File: src/design/acr_pkg.sv
// constants and carrier types for the adc output coding and range flag block
// Overview of operation
// [RULE_01] binary: zeros low, midscale 800, ones high
// [RULE_02] twos complement: 800 low, zero mid, 7FF high
// [RULE_03] flag high when input beyond converter span
// [RULE_04] flag shares data word pipeline latency exactly
// [RULE_05] flag holds until in-range sample emerges
// [RULE_06] far side: flag plus msb gives under/over
// [RULE_07] enable low drives data, high releases drivers
// [RULE_08] far side: enable only for slow isolation
// [RULE_09] board straps format select low or high
// [RULE_10] sample taken on rising clock edge
// [RULE_11] one word and flag per cycle, fixed delay; code delay grows with fifo fill while the far side holds off out_ready
package acr_pkg;
  localparam int          DATA_W     = 12;
  localparam int          RAW_W      = 14;
  localparam int          FIFO_DEPTH = 8;
  localparam int          PIPE_LAT   = 3;
  localparam int          SYNC_LEN   = 3;
  localparam logic [11:0] CODE_MID   = 12'h800;
  localparam logic [11:0] CODE_MAX   = 12'hFFF;
  localparam logic [11:0] CODE_MIN   = 12'h000;
  localparam logic [11:0] MSB_FLIP   = 12'h800;
  // signed input: full scale is -2048 .. +2047, raw is 14 bit signed
  localparam logic signed [13:0] RAW_NEG_FS = 14'sh3800;
  localparam logic signed [13:0] RAW_POS_FS = 14'sh0800;
  localparam logic [1:0]  SYNC_OK    = 2'h3;

  typedef enum logic [0:0] {
    ACR_FMT_BINARY = 1'b0,
    ACR_FMT_TWOS   = 1'b1
  } acr_fmt_t;

  typedef struct packed {
    logic [11:0] code;
    logic        range_exceeded_flag;
  } acr_word_t;
endpackage : acr_pkg

File: src/design/acr_top.sv
// output coding, range flag pipeline and three-state output stage
`timescale 1ns/100ps
module acr_top (
  input  wire logic        mclk,
  input  wire logic        reset_n,
  input  wire logic [13:0] sample_raw,
  input  wire logic        sample_valid,
  output logic             sample_ready,
  input  wire logic        format_select,
  input  wire logic        output_drive_enable_n,
  output logic [11:0]      data_out,
  output logic             data_oe,
  output logic             range_exceeded_flag,
  output logic             out_valid,
  input  wire logic        out_ready
);
  localparam int WW = $bits(acr_pkg::acr_word_t);

  typedef struct packed {
    acr_pkg::acr_word_t [acr_pkg::PIPE_LAT-1:0] pipe;
    logic [acr_pkg::PIPE_LAT-1:0]                pv;
    logic [11:0]                                 dout;
    logic                                        flag;
    logic                                        oe;
    logic                                        ov;
  } acr_state_t;

  acr_state_t         s_r;
  acr_state_t         s_nxt;
  logic               fmt_s;
  logic               oen_s;
  logic               fifo_in_ready;
  logic               fifo_out_valid;
  logic               fifo_pop;
  logic [WW-1:0]      fifo_out_data;
  acr_pkg::acr_word_t fifo_word;
  acr_pkg::acr_word_t coded;
  logic               stall;

  // code one signed raw sample into the selected format
  function automatic acr_pkg::acr_word_t code_sample(
    input logic signed [13:0] raw,
    input logic               twos
  );
    acr_pkg::acr_word_t w;
    w = '0;
    if (raw < acr_pkg::RAW_NEG_FS) begin
      w.code                = acr_pkg::CODE_MIN; // [RULE_01]
      w.range_exceeded_flag = 1'b1; // [RULE_03]
    end else if (raw >= acr_pkg::RAW_POS_FS) begin
      w.code                = acr_pkg::CODE_MAX; // [RULE_01]
      w.range_exceeded_flag = 1'b1; // [RULE_03]
    end else begin
      w.code = raw[11:0] ^ acr_pkg::CODE_MID; // [RULE_01]
      w.range_exceeded_flag = 1'b0; // [RULE_05]
    end
    if (twos) begin
      w.code = w.code ^ acr_pkg::MSB_FLIP; // [RULE_02]
    end
    return w;
  endfunction : code_sample

  // strap and enable pins arrive from outside the clock domain
  acr_sync u_fmt_sync (
    .mclk    (mclk),
    .reset_n (reset_n),
    .din     (format_select),
    .dout    (fmt_s)
  );
  acr_sync u_oen_sync (
    .mclk    (mclk),
    .reset_n (reset_n),
    .din     (output_drive_enable_n),
    .dout    (oen_s)
  );

  // stall the pipe when the fifo is full and the last pipe stage holds a valid word
  assign stall        = !fifo_in_ready && s_r.pv[acr_pkg::PIPE_LAT-1];
  assign sample_ready = !stall;
  assign coded        = code_sample(sample_raw, fmt_s);

  // word and flag move together through one pipeline register chain
  always_comb begin
    s_nxt = s_r;
    if (!stall) begin
      s_nxt.pipe[0] = coded; // [RULE_10]
      s_nxt.pv[0]   = sample_valid;
      for (int i = 1; i < acr_pkg::PIPE_LAT; i++) begin
        s_nxt.pipe[i] = s_r.pipe[i-1]; // [RULE_04]
        s_nxt.pv[i]   = s_r.pv[i-1]; // [RULE_11]
      end
    end
    // output stage holds last word until a new one is popped
    if (fifo_pop) begin
      s_nxt.dout = fifo_word.code;
      s_nxt.flag = fifo_word.range_exceeded_flag; // [RULE_05]
    end
    s_nxt.ov = fifo_out_valid && (out_ready || !s_r.ov) ? 1'b1 :
               (out_ready ? 1'b0 : s_r.ov);
    s_nxt.oe = !oen_s; // [RULE_07]
  end

  assign fifo_pop  = fifo_out_valid && (out_ready || !s_r.ov);
  assign fifo_word = acr_pkg::acr_word_t'(fifo_out_data);

  always_ff @(posedge mclk) begin
    if (!reset_n) begin
      s_r <= '0;
    end else begin
      s_r <= s_nxt;
    end
  end

  acr_fifo #(
    .WIDTH (WW),
    .DEPTH (acr_pkg::FIFO_DEPTH)
  ) u_fifo (
    .mclk      (mclk),
    .reset_n   (reset_n),
    .in_data   (s_r.pipe[acr_pkg::PIPE_LAT-1]),
    .in_valid  (s_r.pv[acr_pkg::PIPE_LAT-1]),
    .in_ready  (fifo_in_ready),
    .out_data  (fifo_out_data),
    .out_valid (fifo_out_valid),
    .out_ready (fifo_pop)
  );

  assign data_out            = s_r.dout;
  assign range_exceeded_flag = s_r.flag;
  assign data_oe             = s_r.oe;
  assign out_valid           = s_r.ov;

  // data and flag change only together
  a_flag_with_data: assert property (@(posedge mclk) disable iff (!reset_n)
    $changed(range_exceeded_flag) |-> $past(fifo_pop)) // [RULE_04]
    else $error("flag changed without a data word");
  // flag set forces full scale code
  a_flag_full_scale: assert property (@(posedge mclk) disable iff (!reset_n)
    range_exceeded_flag |-> (data_out == acr_pkg::CODE_MAX ||
      data_out == acr_pkg::CODE_MIN || data_out == acr_pkg::MSB_FLIP ||
      data_out == (acr_pkg::CODE_MAX ^ acr_pkg::MSB_FLIP))) // [RULE_03]
    else $error("range flag with non full scale code");
  // enable follows pin within sync latency
  a_oe_follows: assert property (@(posedge mclk) disable iff (!reset_n)
    $past(oen_s) |-> !data_oe) // [RULE_07]
    else $error("outputs driven while enable is high");
  // flag holds until a new word arrives
  a_flag_holds: assert property (@(posedge mclk) disable iff (!reset_n)
    $past(range_exceeded_flag) && !$past(fifo_pop) |-> range_exceeded_flag)
    // [RULE_05]
    else $error("flag dropped without an in-range word");
  // in-range words keep the midscale mapping
  a_mid_code: assert property (@(posedge mclk) disable iff (!reset_n)
    sample_valid && sample_ready && sample_raw == '0 && !fmt_s
    |=> s_r.pipe[0].code == acr_pkg::CODE_MID) // [RULE_01]
    else $error("zero input not coded to midscale");
  a_twos_zero: assert property (@(posedge mclk) disable iff (!reset_n)
    sample_valid && sample_ready && sample_raw == '0 && fmt_s
    |=> s_r.pipe[0].code == acr_pkg::CODE_MIN) // [RULE_02]
    else $error("zero input not coded to zero");
  a_pipe_latency: assert property (@(posedge mclk) disable iff (!reset_n)
    !stall && $past(!stall) && $past(!stall, 2) && $past(!stall, 3)
    |-> s_r.pv[2] == $past(sample_valid, 3)) // [RULE_11]
    else $error("pipeline latency not fixed");
  a_sample_edge: assert property (@(posedge mclk) disable iff (!reset_n)
    $past(reset_n) && $past(!stall) |-> s_r.pipe[0] == $past(coded)) // [RULE_10]
    else $error("sample not taken on rising edge");

  c_over: cover property (@(posedge mclk) range_exceeded_flag && data_out[11]);
  c_under: cover property (@(posedge mclk)
    range_exceeded_flag && !data_out[11]);
  c_stall: cover property (@(posedge mclk) stall);
  c_hiz: cover property (@(posedge mclk) !data_oe ##1 data_oe);
endmodule : acr_top

File: src/design/acr_sync.sv
// three stage synchroniser with agreement filter for a strap input
`timescale 1ns/100ps
module acr_sync (
  input  wire logic mclk,
  input  wire logic reset_n,
  input  wire logic din,
  output logic      dout
);
  typedef struct packed {
    logic [2:0] st;
    logic       q;
  } acr_sync_state_t;
  acr_sync_state_t s_r;
  acr_sync_state_t s_nxt;

  // shift, accept a change only when stages two and three agree
  always_comb begin
    s_nxt    = s_r;
    s_nxt.st = {s_r.st[1:0], din};
    if ({s_r.st[2], s_r.st[1]} == acr_pkg::SYNC_OK) begin
      s_nxt.q = 1'b1;
    end else if ({s_r.st[2], s_r.st[1]} == 2'h0) begin
      s_nxt.q = 1'b0;
    end
  end

  always_ff @(posedge mclk) begin
    if (!reset_n) begin
      s_r <= '0;
    end else begin
      s_r <= s_nxt;
    end
  end
  assign dout = s_r.q;
endmodule : acr_sync

File: src/design/acr_fifo.sv
// parameterised valid/ready fifo for the sample stream
`timescale 1ns/100ps
module acr_fifo #(
  parameter int WIDTH = 13,
  parameter int DEPTH = 8
) (
  input  wire logic             mclk,
  input  wire logic             reset_n,
  input  wire logic [WIDTH-1:0] in_data,
  input  wire logic             in_valid,
  output logic                  in_ready,
  output logic [WIDTH-1:0]      out_data,
  output logic                  out_valid,
  input  wire logic             out_ready
);
  localparam int AW = $clog2(DEPTH);
  typedef struct packed {
    logic [AW-1:0] wp;
    logic [AW-1:0] rp;
    logic [AW:0]   cnt;
  } acr_fifo_state_t;
  acr_fifo_state_t  s_r;
  acr_fifo_state_t  s_nxt;
  logic [WIDTH-1:0] mem [DEPTH];
  logic             do_wr;
  logic             do_rd;

  assign in_ready  = (s_r.cnt != DEPTH[AW:0]);
  assign out_valid = (s_r.cnt != '0);
  assign out_data  = mem[s_r.rp];
  assign do_wr     = in_valid && in_ready;
  assign do_rd     = out_valid && out_ready;

  // pointer and count update
  always_comb begin
    s_nxt = s_r;
    if (do_wr) begin
      s_nxt.wp = s_r.wp + 1'b1;
    end
    if (do_rd) begin
      s_nxt.rp = s_r.rp + 1'b1;
    end
    if (do_wr && !do_rd) begin
      s_nxt.cnt = s_r.cnt + 1'b1;
    end else if (do_rd && !do_wr) begin
      s_nxt.cnt = s_r.cnt - 1'b1;
    end
  end

  always_ff @(posedge mclk) begin
    if (!reset_n) begin
      s_r <= '0;
    end else begin
      s_r <= s_nxt;
    end
    if (do_wr) begin
      mem[s_r.wp] <= in_data;
    end
  end
endmodule : acr_fifo

File: config.mk
export PLATFORM = sky130hd
export DESIGN_NAME = acr_top
export DESIGN_NICKNAME = d
export VERILOG_FILES = /design/src/design/acr_pkg.sv /design/src/design/acr_top.sv /design/src/design/acr_sync.sv /design/src/design/acr_fifo.sv
export SDC_FILE = /design/constraint.sdc
export NUM_CORES = 1
export LEC_CHECK = 0
export BUFFER_PORTS_ARGS = -buffer_cell sky130_fd_sc_hd__buf_2
export CAP_MARGIN = 10
export CELL_PAD_IN_SITES_DETAIL_PLACEMENT = 2
export CELL_PAD_IN_SITES_GLOBAL_PLACEMENT = 2
export CORE_ASPECT_RATIO = 1.5
export CORE_MARGIN = 5
export CORE_UTILIZATION = 38
export CTS_BUF_LIST = sky130_fd_sc_hd__clkbuf_16
export CTS_CLUSTER_DIAMETER = 40
export DETAILED_ROUTE_END_ITERATION = 12
export GPL_ROUTABILITY_DRIVEN = 0
export GPL_TIMING_DRIVEN = 0
export PLACE_DENSITY = 0.77
export RECOVER_POWER = 100
export SETUP_SLACK_MARGIN = 0.15
export SLEW_MARGIN = 0
export SYNTH_ARGS = -nofsm -noshare
export SYNTH_HDL_FRONTEND = slang
export SYNTH_HIERARCHICAL = 1
export SYNTH_SLANG_ARGS = --single-unit
File: constraint.sdc
create_clock -name mclk -period 4.8 [get_ports mclk]
set_input_delay 0.48 -clock mclk [delete_from_list [all_inputs] [get_ports mclk]]
set_output_delay 0.48 -clock mclk [all_outputs]
set_load 0.1 [all_outputs]
; Word-level counts from Yosys, hierarchy flattened
; Memory sizes are Yosys's and may differ from the RTL's. A register that Yosys moved wholly into a read port is not among the register bits.
; Cells that the tools add are included.
[word_totals]
register_bits = 62
mem_bits_rw = 104
output_inout_bits = 16
elab_cells = 62
mem_count = 1
[mem_list]
columns = memory, depth, word_bits, rd, rd_clocked_by_memory_dff, write_ports, line_no
row1 = u_fifo.mem, 8, 13, 1, 1, 1, acr_fifo.sv:24  ; logic [WIDTH-1:0] mem [DEPTH];
[op_classes]
n_addsub = 4
n_lt_le_gt_ge = 2
eq_ne = 3
n_mux = 13
bitwise_logic = 2
reduce_logical = 21
[ops]
columns = op, n
row1 = two-way mux 13 bit, 2
row2 = "greater-or-equal comparator 14 x 13 -> 1 bit, second input constant", 1
row3 = "less-than comparator 14 x 12 -> 1 bit, second input constant", 1
row4 = two-way mux 12 bit, 1
row5 = two-way mux 1 bit, 8
row6 = two-way mux 4 bit, 2
row7 = nonzero test 2 bit, 4
row8 = zero test 1 bit, 7
row9 = "adder 3 x 1 -> 3 bit, second input constant", 2
row10 = logical AND 1 bit, 6
row11 = "adder 4 x 1 -> 4 bit, second input constant", 1
row12 = "== test 2 bit, second input constant", 2
row13 = zero test 2 bit, 2
row14 = "!= test 4 bit, second input constant", 1
row15 = nonzero test 4 bit, 1
row16 = "subtractor 4 x 1 -> 4 bit, second input constant", 1
row17 = NOT 1 bit, 2
row18 = logical OR 1 bit, 1

; Depth between registers and ports, before layout
; Gate-level depths: netlist of the first run.
[logic_depth]
word_depth = 7
depth_mapped = 12
ltp_nobuf = 11

; Cells and area by module
; Netlist of the first run, hierarchy kept.
[by_module_without_submodules]
columns = mod, instances, cells_each, area_per_inst_um2, seq_area_each_um2
row1 = acr_fifo, 1, 223, 4673.2, 3383.2
row2 = acr_top, 1, 255, 2130.8, 1141.1
row3 = acr_sync, 2, 10, 127.6, 80.1

; Worst setup path before layout of the first run
; OpenSTA, ideal clock, no wires.
[synth_timing]
path_kind = register to register
start = reg s_r, in the netlist out_valid
end = reg u_fifo/s_r[3] (netlist name)
arrival_time_ns = 2.858
slack_ns = 1.870
stages_incl_launch_ff = 12
path_cell_list = dfxtp_1 > nor2b_1 > clkbuf_1 > nor2_1 > nand2_1 > ha_1 > inv_1 > ha_1 > a21oi_1 > a211oi_1 > a31oi_1 > mux2i_1
[synth_via]
elab_chain_cells = 7
[synth_lines]
columns = item, line_no
row1 = from (decl), acr_top.sv:28  ; acr_state_t s_r;
row2 = from (signal assigned), acr_top.sv:110  ; s_r <= s_nxt;
row3 = zero test 1 bit *, acr_top.sv:103  ; assign fifo_pop = fifo_out_valid && (out_ready || !s_r.ov);
row4 = logical OR 1 bit *, acr_top.sv:103
row5 = logical AND 1 bit *, acr_top.sv:103
row6 = named net fifo_pop, acr_top.sv:34  ; logic fifo_pop;
row7 = logical AND 1 bit *, acr_fifo.sv:32  ; assign do_rd = out_valid && out_ready;
row8 = zero test 1 bit, acr_fifo.sv:43  ; if (do_wr && !do_rd) begin
row9 = logical AND 1 bit, acr_fifo.sv:43
row10 = two-way mux 4 bit or nonzero test 2 bit (tied branches), --
row11 = to (signal assigned), acr_fifo.sv:54  ; s_r <= s_nxt;
row12 = to (decl), acr_fifo.sv:22  ; acr_fifo_state_t s_r;
; Mark *: on every way through the listed nets, which the timed path passes. The rest lies on a longest branch.
; A chain may end at the register's enable or synchronous reset.

; Worst setup path after layout of the first run
[layout_timing]
start = reg u_fifo/s_r[1] (netlist name)
end = reg u_fifo/s_r[3] (netlist name)
[layout_via]
elab_chain_cells = 6
[layout_lines]
columns = item, line_no
row1 = nonzero test 4 bit *, acr_fifo.sv:29  ; assign out_valid = (s_r.cnt != '0);
row2 = named net fifo_out_valid, acr_top.sv:33  ; logic fifo_out_valid;
row3 = logical AND 1 bit *, acr_top.sv:103
row4 = named net fifo_pop, acr_top.sv:34
row5 = logical AND 1 bit *, acr_fifo.sv:32
row6 = zero test 1 bit, acr_fifo.sv:43
row7 = logical AND 1 bit, acr_fifo.sv:43
row8 = two-way mux 4 bit or nonzero test 2 bit (tied branches), --
; Mark *: on every way through the listed nets, which the timed path passes. The rest lies on a longest branch. The select of a mux whose other input is x is not followed.

==> impl_metrics.ini, run 1 <==
[power_and_ir_drop]
irDropWorstVdd_mv = 0.225
totalPowerFinal_mw = 4.23
power_density_nw_per_um2 = 517
p_leak_nw = 2.79

[global_routing]
grt_max_degree = 17
grt_pass1_vias = 4813
overflow = 0
antenna_found_initial = 0
grt_pass1_wl_um = 28500
globalRouteTotalUtil_pct = 18.1

[timing]
min_period_ns = 3.66
setup_violations = 0
rsz0062_at_grt = false
finalHoldViolCount = 0
clock_skew_ns = 0.00988
setup_slack_ns = 1.14
fin_hold_ws_ns = 0.256
tns_ns = 0
fmax_mhz = 273
worstMarginPinSlew_ns = 1.89
slew_viol_final = 22
post-route-period-util_pct = 76.2
maxSlewHeadroom_pct = -27.0

[worst_setup_path]
slowest_delay_ns = 0.78
critPathLaunchType = flop
worst_ep_required_time_ns = 5.16
cp_slowest_cell = or4_1
crit_chain = or4_1 > inv_1 > clkbuf_1 > nor2_1 > nand2_1 > ha_1 > inv_1 > ha_1 > a21oi_1 > a211oi_1 > a31oi_1 > mux2i_1
worstSetupPathType = reg -> reg
cp_max_fo = 10
cp_data_arrival_time_ns = 4.01
end_kind = flop

[layout]
multi_input_area_um2 = 2080
drive_gt1_share_pct = 14.9
area_delta_synth_final_pct = 15.8
antenna_cells = 0
final_cells = 824
nets = 587
fillCellCount = 1783
regArea_um2 = 4680

[clock_tree]
clk_path_buf_depth = 2
clock-sinks = 182
clk_latency_ns = 0.43
cts_inserted_buffers = 17
post_cts_resized = 0
cts_tree = built
cts-root-buf = clkbuf_16
ctsHoldBuffers = 0
h-tree-depth = 4
cts_setup_buffers = 0
cts.reportedPaths.clkPinSlew_ns = 0.07

[floorplanning]
die_w_um = 121
coreArea_um2 = 18400
std_cell_rows = 61
ios = 36
start_util_pct = 38.4
die_h_um = 177
die-area_um2 = 21500

[synth]
synthMuxAreaShare_pct = 12.0
synth_compound_area_share_pct = 6.33
yosysWarnings = 6
synth_top_area_cell = edfxtp_1
mappedNetlistNets = 526
synth-seq-cells = 182
synth_area_leaders = edfxtp_1 44%, dfxtp_1 22%, mux4_1 7.4%
synthSimpleGateAreaFrac_pct = 8.90
syn_inst = 498
synth_cell_types = 39
synth_top_family_by_area = multiplexers
synth-adder-area-share_pct = 1.52
ys_seq_area_share_pct = 66.4
synth_top_area_share_pct = 44.2
synth_xor_area_share_pct = 0.868
netlist_area_um2 = 7060
syn_avg_cell_area_um2 = 14.2

[placed_design]
dp_slack_ns = 1.35
io_buffers = 35
hpwlAfterDp_um = 13000
dp.cells = 792

[routing]
drt-pass1-iter-count = 4
drt_iter0_markers = 279
drc = 0
drt-total-wl_um = 18300
vias_per_cell = 5.11
post_drt_wl_per_cell_um = 22.2
postRouteAntennaNets = 0
vias = 4208

[worst_hold_path]
holdCritPathClass = in -> reg

[status]
status = finished with violations
violations = max-capacitance violations, max-slew violations

[run]
drv_cap = 2
[metal layers]
metal	part of all wire [%]	GRT usage (%)
met1	39	19.9
met5	0	0
met3	2.9	3.55
met4	1.8	5.79
met2	57	34.4
[registers in the layout (all words and copies together) (netlist names), named ones only]
name                 count
data_out                12
u_fifo/mem             104
u_fmt_sync/s_r           1
u_oen_sync/s_r           1
u_oen_sync/dout          1
u_fifo/s_r              10
u_oen_sync/s_nxt         2
u_fmt_sync/s_nxt         2
range_exceeded_flag      1
out_valid                1
data_oe                  1
s_r                     42
u_fmt_sync/dout          1
[power by group]
group | internal [mW] | switching (mW)
logic | 0.281 | 0.623
registers | 1.72 | 0.0582
clock network | 0.927 | 0.612
[worst max-delay path: cells and delay by family, from the launching register on]
family	cells	cell delay (ns)
AO/OA/AOI/OAI	3	0.58
adder cells (fa/ha/maj)	2	0.57
buffers and inverters	3	0.73
flip-flops	1	0.37
multiplexers	1	0.20
AND/OR/NAND/NOR	3	1.13
[path summary, 6_finish.rpt]
path | cells after the start | slack [ns] | endpoint | startpoint
setup / recovery | 12 | 1.14 | u_fifo/s_r[3] | u_fifo/s_r[1]
setup reg to reg | 12 | 1.14 | u_fifo/s_r[3] | u_fifo/s_r[1]
hold reg to reg | 1 | 0.42 | data_oe | u_oen_sync/dout
hold / removal | 2 | 0.26 | u_fmt_sync/s_nxt[2] | format_select
[logic make-up after synthesis]
logic type,Yosys count
xor+xnor,7
simple gates,135
flops,182
buf+inv,46
compound gates,77
fa+ha+maj,8
mux,43
[cell usage after synthesis]
| master | n |
|---|---|
| inv_1 | 5 |
| a211oi_1 | 1 |
| buf_6 | 3 |
| nor4_1 | 1 |
| o2bb2ai_1 | 11 |
| or4_4 | 1 |
| o21ba_2 | 1 |
| nand3_2 | 1 |
| mux2_2 | 13 |
| a21boi_1 | 1 |
| dfxtp_1 | 78 |
| nand2_4 | 1 |
| o21ai_0 | 14 |
| mux2i_1 | 4 |
| nor2b_4 | 1 |
| nor3_1 | 4 |
| a21boi_0 | 1 |
| mux4_2 | 6 |
| a31oi_1 | 1 |
| buf_4 | 12 |
| a211o_1 | 1 |
| a21oi_1 | 45 |
| fa_1 | 1 |
| o31ai_1 | 1 |
| nand2_1 | 65 |
| nor2b_1 | 4 |
| nor2_1 | 20 |
| nand3_1 | 19 |
| clkbuf_1 | 11 |
| or4b_1 | 1 |
| edfxtp_1 | 104 |
| xnor2_1 | 7 |
| nand2b_1 | 4 |
| and2_1 | 13 |
| buf_2 | 9 |
| ha_1 | 7 |
| buf_1 | 4 |
| buf_12 | 2 |
| mux4_1 | 20 |
[cell usage in the layout (no fill, tap or decap), drive strengths merged, types with 2 or more instances in the layout]
master,Yosys,layout
ha,7,7
o2bb2ai,11,11
nor2,20,20
buf,30,40
nor3,4,4
nand2b,4,4
inv,5,8
bufinv,0,5
dfxtp,78,78
o21ai,14,14
mux4,26,26
a21boi,2,2
nand3,20,20
a21oi,45,45
edfxtp,104,104
mux2,13,13
clkinvlp,0,3
and2,13,13
nand2,66,66
nor2b,5,5
clkbuf,11,60
xnor2,7,7
mux2i,4,4
clkinv,0,4
[through the flow]
| step | area (µm²) | utilization, % |
|---|---|---|
| 6_report | 8180 | 44.5 |
| 2_1_floorplan | 7060 | - |
| 4_1_cts | 8300 | 45.1 |
| 5_1_grt | 8180 | 44.5 |
| 3_3_place_gp | 7550 | 41.0 |
| 3_5_place_dp | 7650 | 41.6 |
[area by class of cell]
cell class                 instances  share of cell area [%]
clock buffer                      17                    5.20
sequential                       182                    57.3
buffer                            41                    3.06
timing repair buffer              42                    2.20
multi-input combinational        270                    25.4
clock inverter                    15                    2.74
tap                              252                    3.86
inverter                           5                   0.229
Note: power is estimated with default switching activity, not from simulation.
==> run 2, diff against run 1 <==
ABC_AREA = 1   (was not set)
CORE_UTILIZATION = 36   (was 38)
PLACE_DENSITY = 0.82   (was 0.77)
clock period = 2.9 ns   (was 4.8 ns; I/O delays follow)
==> impl_metrics.ini, run 2 <==
[synth]
synth.most_common_cell = nor2_1
async_reset_ff_share_pct = 0
synth_top_area_share_pct = 42.8
netlist_area_um2 = 7300
synth-main-ff-cell = edfxtp_1
mappedNetlistNets = 756
syn_avg_cell_area_um2 = 10.0
synth_cell_types = 27
syn_inst = 728
ys_top_cells_by_count = 181 x nor2_1, 104 x edfxtp_1, 100 x nand2_1, 78 x dfxtp_1, 68 x o21ai_0
synth_area_leaders = edfxtp_1 43%, dfxtp_1 21%, nor2_1 9.3%
synth_top_area_cell = edfxtp_1
ys_seq_area_share_pct = 64.2
yosysWarnings = 6
synth-edff-count = 104
synth-seq-cells = 182

[worst_setup_path]
crit_chain = nor2_1 > nand3_1 > nand2_1 > inv_1 > nand2_1 > nor2_1 > clkbuf_1
critPathLaunchType = flop
end_kind = flop
critPathTopFamily = simple AND/OR/NAND/NOR gates
cp_max_fo = 9
cp_data_arrival_time_ns = 2.65
slowest_delay_ns = 0.62
worst_ep_required_time_ns = 2.96
crit_buf_inv = 2
worstSetupPathType = reg -> reg
cp_slowest_cell = clkbuf_1

[clock_tree]
cts_setup_buffers = 0
clk_path_buf_depth = 2
cts.reportedPaths.clkPinSlew_ns = 0.07
cts-root-buf = clkbuf_16
ctsHoldBuffers = 0
clock-sinks = 182
clk_latency_ns = 0.43
h-tree-depth = 4
post_cts_resized = 0
cts_tree = built
cts_inserted_buffers = 17

[floorplanning]
coreArea_um2 = 19900
die-area_um2 = 23300
ios = 36
die_w_um = 126
die_h_um = 184
std_cell_rows = 63
start_util_pct = 36.8

[routing]
vias = 5256
post_drt_wl_per_cell_um = 19.2
drt-total-wl_um = 20300
drc = 0
drt_iter0_markers = 273
vias_per_cell = 4.96
drt-pass1-iter-count = 4
postRouteAntennaNets = 0

[timing]
setup_violations = 0
tns_ns = 0
maxSlewHeadroom_pct = 1.63
rsz0062_at_grt = false
post-route-period-util_pct = 89.3
clock_skew_ns = 0.0141
min_period_ns = 2.59
finalHoldViolCount = 0
fin_hold_ws_ns = 0.0476
slew_viol_final = 0
setup_slack_ns = 0.311
worstMarginPinSlew_ns = 1.47
fmax_mhz = 386

[placed_design]
dp_slack_ns = 0.400
io_buffers = 35
dp.cells = 1024
dpl_cell_area_um2 = 7810
hpwlAfterDp_um = 14600

[power_and_ir_drop]
totalPowerFinal_mw = 7.55
p_comb_share_pct = 30.4
power_density_nw_per_um2 = 910
irDropWorstVdd_mv = 0.453
power_switching_mw = 2.76
pwr-share-clk_pct = 29.6
p_seq_share_pct = 40.0
p_leak_nw = 3.23
power.internal_mw = 4.79
swShare_pct = 36.5

[run]
drv_cap = 0

[global_routing]
globalRouteTotalUtil_pct = 18.1
antenna_found_initial = 0
grt_max_degree = 23
grt_pass1_wl_um = 32500
grt_pass1_vias = 5995
overflow = 0

[status]
status = complete, no violations

[layout]
drive_gt1_share_pct = 12.6
utilization_pct = 41.8
largest-register = u_fifo/mem
final_common_cell = nor2_1
area_delta_synth_final_pct = 13.7
nets = 814
largest_reg_flops = 104
postLayoutCellArea_um2 = 8300
antenna_cells = 0
layout_common_cells = 182 x nor2_1, 104 x edfxtp_1, 102 x nand2_1
final_cells = 1059

[worst_hold_path]
holdCritPathClass = in -> reg
[run 2: cell count changes in the layout (fill, tap and decap cells not counted), moves of 20 or more]
cell     change
o21ai_1     +47
mux4_1      -20
a21oi_1     -28
nor2_1     +162
nand2_1     +36
inv_1       +34
o21ai_0     +64
[run 2: path summary, 6_finish.rpt]
path,start,to,slack (ns),cells after the start
setup reg to reg,u_fifo/s_r[0],u_fifo/mem[0][2],0.31,7
hold reg to reg,u_oen_sync/s_nxt[2],u_oen_sync/s_nxt[3],0.41,2
hold / removal,output_drive_enable_n,u_oen_sync/s_nxt[2],0.05,3
setup / recovery,u_fifo/s_r[0],u_fifo/mem[0][2],0.31,7
[run 2: worst reg2reg max path: stages, from the launching register on]
cell and delay, ns:
dfxtp_1 0.42, nor2_1 0.11, nand3_1 0.18, nand2_1 0.15, inv_1 0.14, nand2_1 0.15, nor2_1 0.44, clkbuf_1 0.62
[run 2: power by group through the flow]
| stage | Sequential [mW] | Clock (mW) | Combinational (mW) |
|---|---|---|---|
| after global placement | 3.06 | 0 | 2.20 |
| after global routing | 3.05 | 2.41 | 2.50 |
| final | 3.02 | 2.23 | 2.30 |
| after CTS | 3.02 | 2.29 | 2.38 |
| after detailed placement | 3.08 | 0 | 2.34 |
| after floorplan | 3.12 | 0 | 1.69 |
[run 2: logic make-up after synthesis]
logic type,after synthesis,share of synthesized area (%)
buffers and inverters,89,7.18
xor gates and xnor gates,5,0.600
and+or+nand+nor,296,15.9
AOI/OAI and AO/OA,148,10.7
DFF,182,64.2
adders and majority gates,8,1.47
[run 2: area by class of cell]
type	count	area [µm²]
sequential	182	4680
inverter	42	163
multi-input combinational	457	2060
clock buffer	17	425
buffer	47	335
timing repair buffer	39	170
fill	2161	11600
tap	260	325
clock inverter	15	140
[run 2: metal layers]
metal / GRT usage, % / share of wire [%]
met4: 5.88 / 1.9
met1: 18.4 / 37
met2: 36.7 / 59
met3: 3.10 / 2.7
met5: 0 / 0
==> run 3, diff against run 2 <==
CORE_UTILIZATION = 42   (was 36)
PLACE_DENSITY = 0.91   (was 0.82)
SYNTH_HIERARCHICAL = not set   (was 1)
clock period = 3 ns   (was 2.9 ns; I/O delays follow)
==> impl_metrics.ini, run 3 <==
[floorplanning]
die_h_um = 172
die_w_um = 118
die-area_um2 = 20300
start_util_pct = 42.6
ios = 36
coreArea_um2 = 17300
std_cell_rows = 59

[global_routing]
grt_max_degree = 17
grt_pass1_wl_um = 39400
antenna_found_initial = 0
overflow = 0
grt_pass1_vias = 6691
globalRouteTotalUtil_pct = 26.0

[synth]
ys_top_cells_by_count = 229 x nand2_1, 104 x edfxtp_1, 103 x inv_1, 81 x nand3_1, 75 x dfxtp_1
synth-edff-count = 104
synth-seq-cells = 179
synth-adder-area-share_pct = 1.46
async_reset_ff_share_pct = 0
yosysWarnings = 0
synthSimpleGateAreaFrac_pct = 19.0
synth_top_area_cell = edfxtp_1
synth_cell_types = 27
synth.most_common_cell = nand2_1
synth_area_leaders = edfxtp_1 42%, dfxtp_1 20%, nand2_1 12%
mappedNetlistNets = 803
syn_inst = 775
synth-main-ff-cell = edfxtp_1
synthMuxAreaShare_pct = 0
synth_top_family_by_area = simple AND/OR/NAND/NOR gates
synth_top_area_share_pct = 42.4
ys_seq_area_share_pct = 62.8
syn_avg_cell_area_um2 = 9.50
netlist_area_um2 = 7370
synth_compound_area_share_pct = 6.34
synth_xor_area_share_pct = 0.357

[status]
status = finished with violations
violations = max-capacitance violations, max-slew violations

[routing]
postRouteAntennaNets = 0
drt-total-wl_um = 25800
post_drt_wl_per_cell_um = 24.4
drc = 0
vias = 5757
drt-pass1-iter-count = 4
drt_iter0_markers = 369
vias_per_cell = 5.44

[power_and_ir_drop]
irDropWorstVdd_mv = 0.761
power_density_nw_per_um2 = 940
totalPowerFinal_mw = 7.82
p_leak_nw = 3.54

[worst_setup_path]
cp.depth = 13
cp_slowest_cell = dfxtp_1
cp_data_arrival_time_ns = 2.94
critPathLaunchType = flop
cp_max_fo = 10
worst_ep_required_time_ns = 3.30
critPathTopFamily = compound AO/OA/AOI/OAI gates
crit_chain = inv_1 > nand3_1 > o21ai_0 > buf_6 > ha_1 > inv_1 > ha_1 > a21oi_1 > nand2_1 > o21ai_0 > nand2_1 > nand2_1 > a21oi_1
end_kind = flop
worstSetupPathType = reg -> reg
reg2reg_slack_ns = 0.36
crit_buf_inv = 3
cpMostUsedCell = nand2_1
worstRegToRegCells = 13
slowest_delay_ns = 0.45

[timing]
finalHoldViolCount = 0
worstMarginPinSlew_ns = 1.52
setup_violations = 0
maxSlewHeadroom_pct = -1.60
fin_hold_ws_ns = 0.0444
fmax_mhz = 378
post-route-period-util_pct = 88.1
slew_viol_final = 14
setup_slack_ns = 0.357
min_period_ns = 2.64
rsz0062_at_grt = false
tns_ns = 0
clock_skew_ns = 0.0121

[clock_tree]
ctsHoldBuffers = 0
cts_tree = built
cts_inserted_buffers = 17
h-tree-depth = 4
cts.reportedPaths.clkPinSlew_ns = 0.06
clock-sinks = 179
cts-root-buf = clkbuf_16
clk_path_buf_depth = 2
cts_setup_buffers = 0
clk_latency_ns = 0.44
post_cts_resized = 0

[layout]
layout_common_cells = 229 x nand2_1, 110 x inv_1, 104 x edfxtp_1
final_common_cell = nand2_1
fillCellCount = 1857
drive_gt1_share_pct = 10.6
final_cells = 1059
area_delta_synth_final_pct = 13.0
postLayoutCellArea_um2 = 8320
nets = 861
multi_input_area_um2 = 1980
largest_reg_flops = 104
antenna_cells = 0
regArea_um2 = 4620
largest-register = u_fifo.mem
utilization_pct = 48.2

[placed_design]
dpl_cell_area_um2 = 7840
io_buffers = 34
dp.cells = 1026
hpwlAfterDp_um = 17000
dp_slack_ns = 0.379

[worst_hold_path]
holdCritPathClass = in -> reg
worstHoldPathCells = 3

[run]
drv_cap = 1
-- run 3: changes by cell type in the layout (fill, tap and decap cells not counted), sizes merged, moves of 7 or more --
cell / before / now
inv: 44 / 116
nand3: 8 / 83
nand2: 106 / 230
o21ai: 126 / 24
a21oi: 22 / 63
clkbuf: 49 / 56
nor2: 182 / 22
-- run 3: cell families (layout without fill, tap and decap cells) --
logic type               count (synthesis)  in the layout
AND/OR/NAND/NOR                        336            336
flip-flops                             179            179
buffers and inverters                  159            230
AO/OA/AOI/OAI                           90             90
adder cells (fa/ha/maj)                  8              8
XOR/XNOR                                 3              3
-- run 3: cell type report --
class / instances / share of cell area (%)
repair buffers: 39 / 2.18
clock inverters: 11 / 0.676
well taps: 213 / 3.20
inverters: 109 / 4.96
flip-flops and latches: 179 / 55.6
clock buffers: 21 / 6.31
multi-input cells: 437 / 23.8
plain buffers: 50 / 3.34
-- run 3: power breakdown --
group | internal, mW | switching, mW
clock network | 1.24 | 0.983
registers | 2.76 | 0.151
logic | 0.637 | 2.05
-- run 3: metal layers --
layer	vias up	global-route usage, %	routed length, µm
li1	2598	-	-
met1	2905	26.6	9410
met2	182	50.1	14300
met3	72	4.65	901
met4	0	13.8	1180
met5	-	0	0
-- run 3: worst paths after layout --
kind | start | to
worst max-delay path | u_fifo.s_r[2] | u_fifo.s_r[3]
worst min-delay path | output_drive_enable_n | u_oen_sync.s_nxt[2]
worst max register to register | u_fifo.s_r[2] | u_fifo.s_r[3]
worst min register to register | u_oen_sync.dout | data_oe
-- run 3: worst reg2reg max path, cell delays in order (launching register included) --
cell,delay [ns]
dfxtp_1,0.45
inv_1,0.10
nand3_1,0.13
o21ai_0,0.22
buf_6,0.23
ha_1,0.23
inv_1,0.14
ha_1,0.30
a21oi_1,0.25
nand2_1,0.10
o21ai_0,0.11
nand2_1,0.10
nand2_1,0.07
a21oi_1,0.06
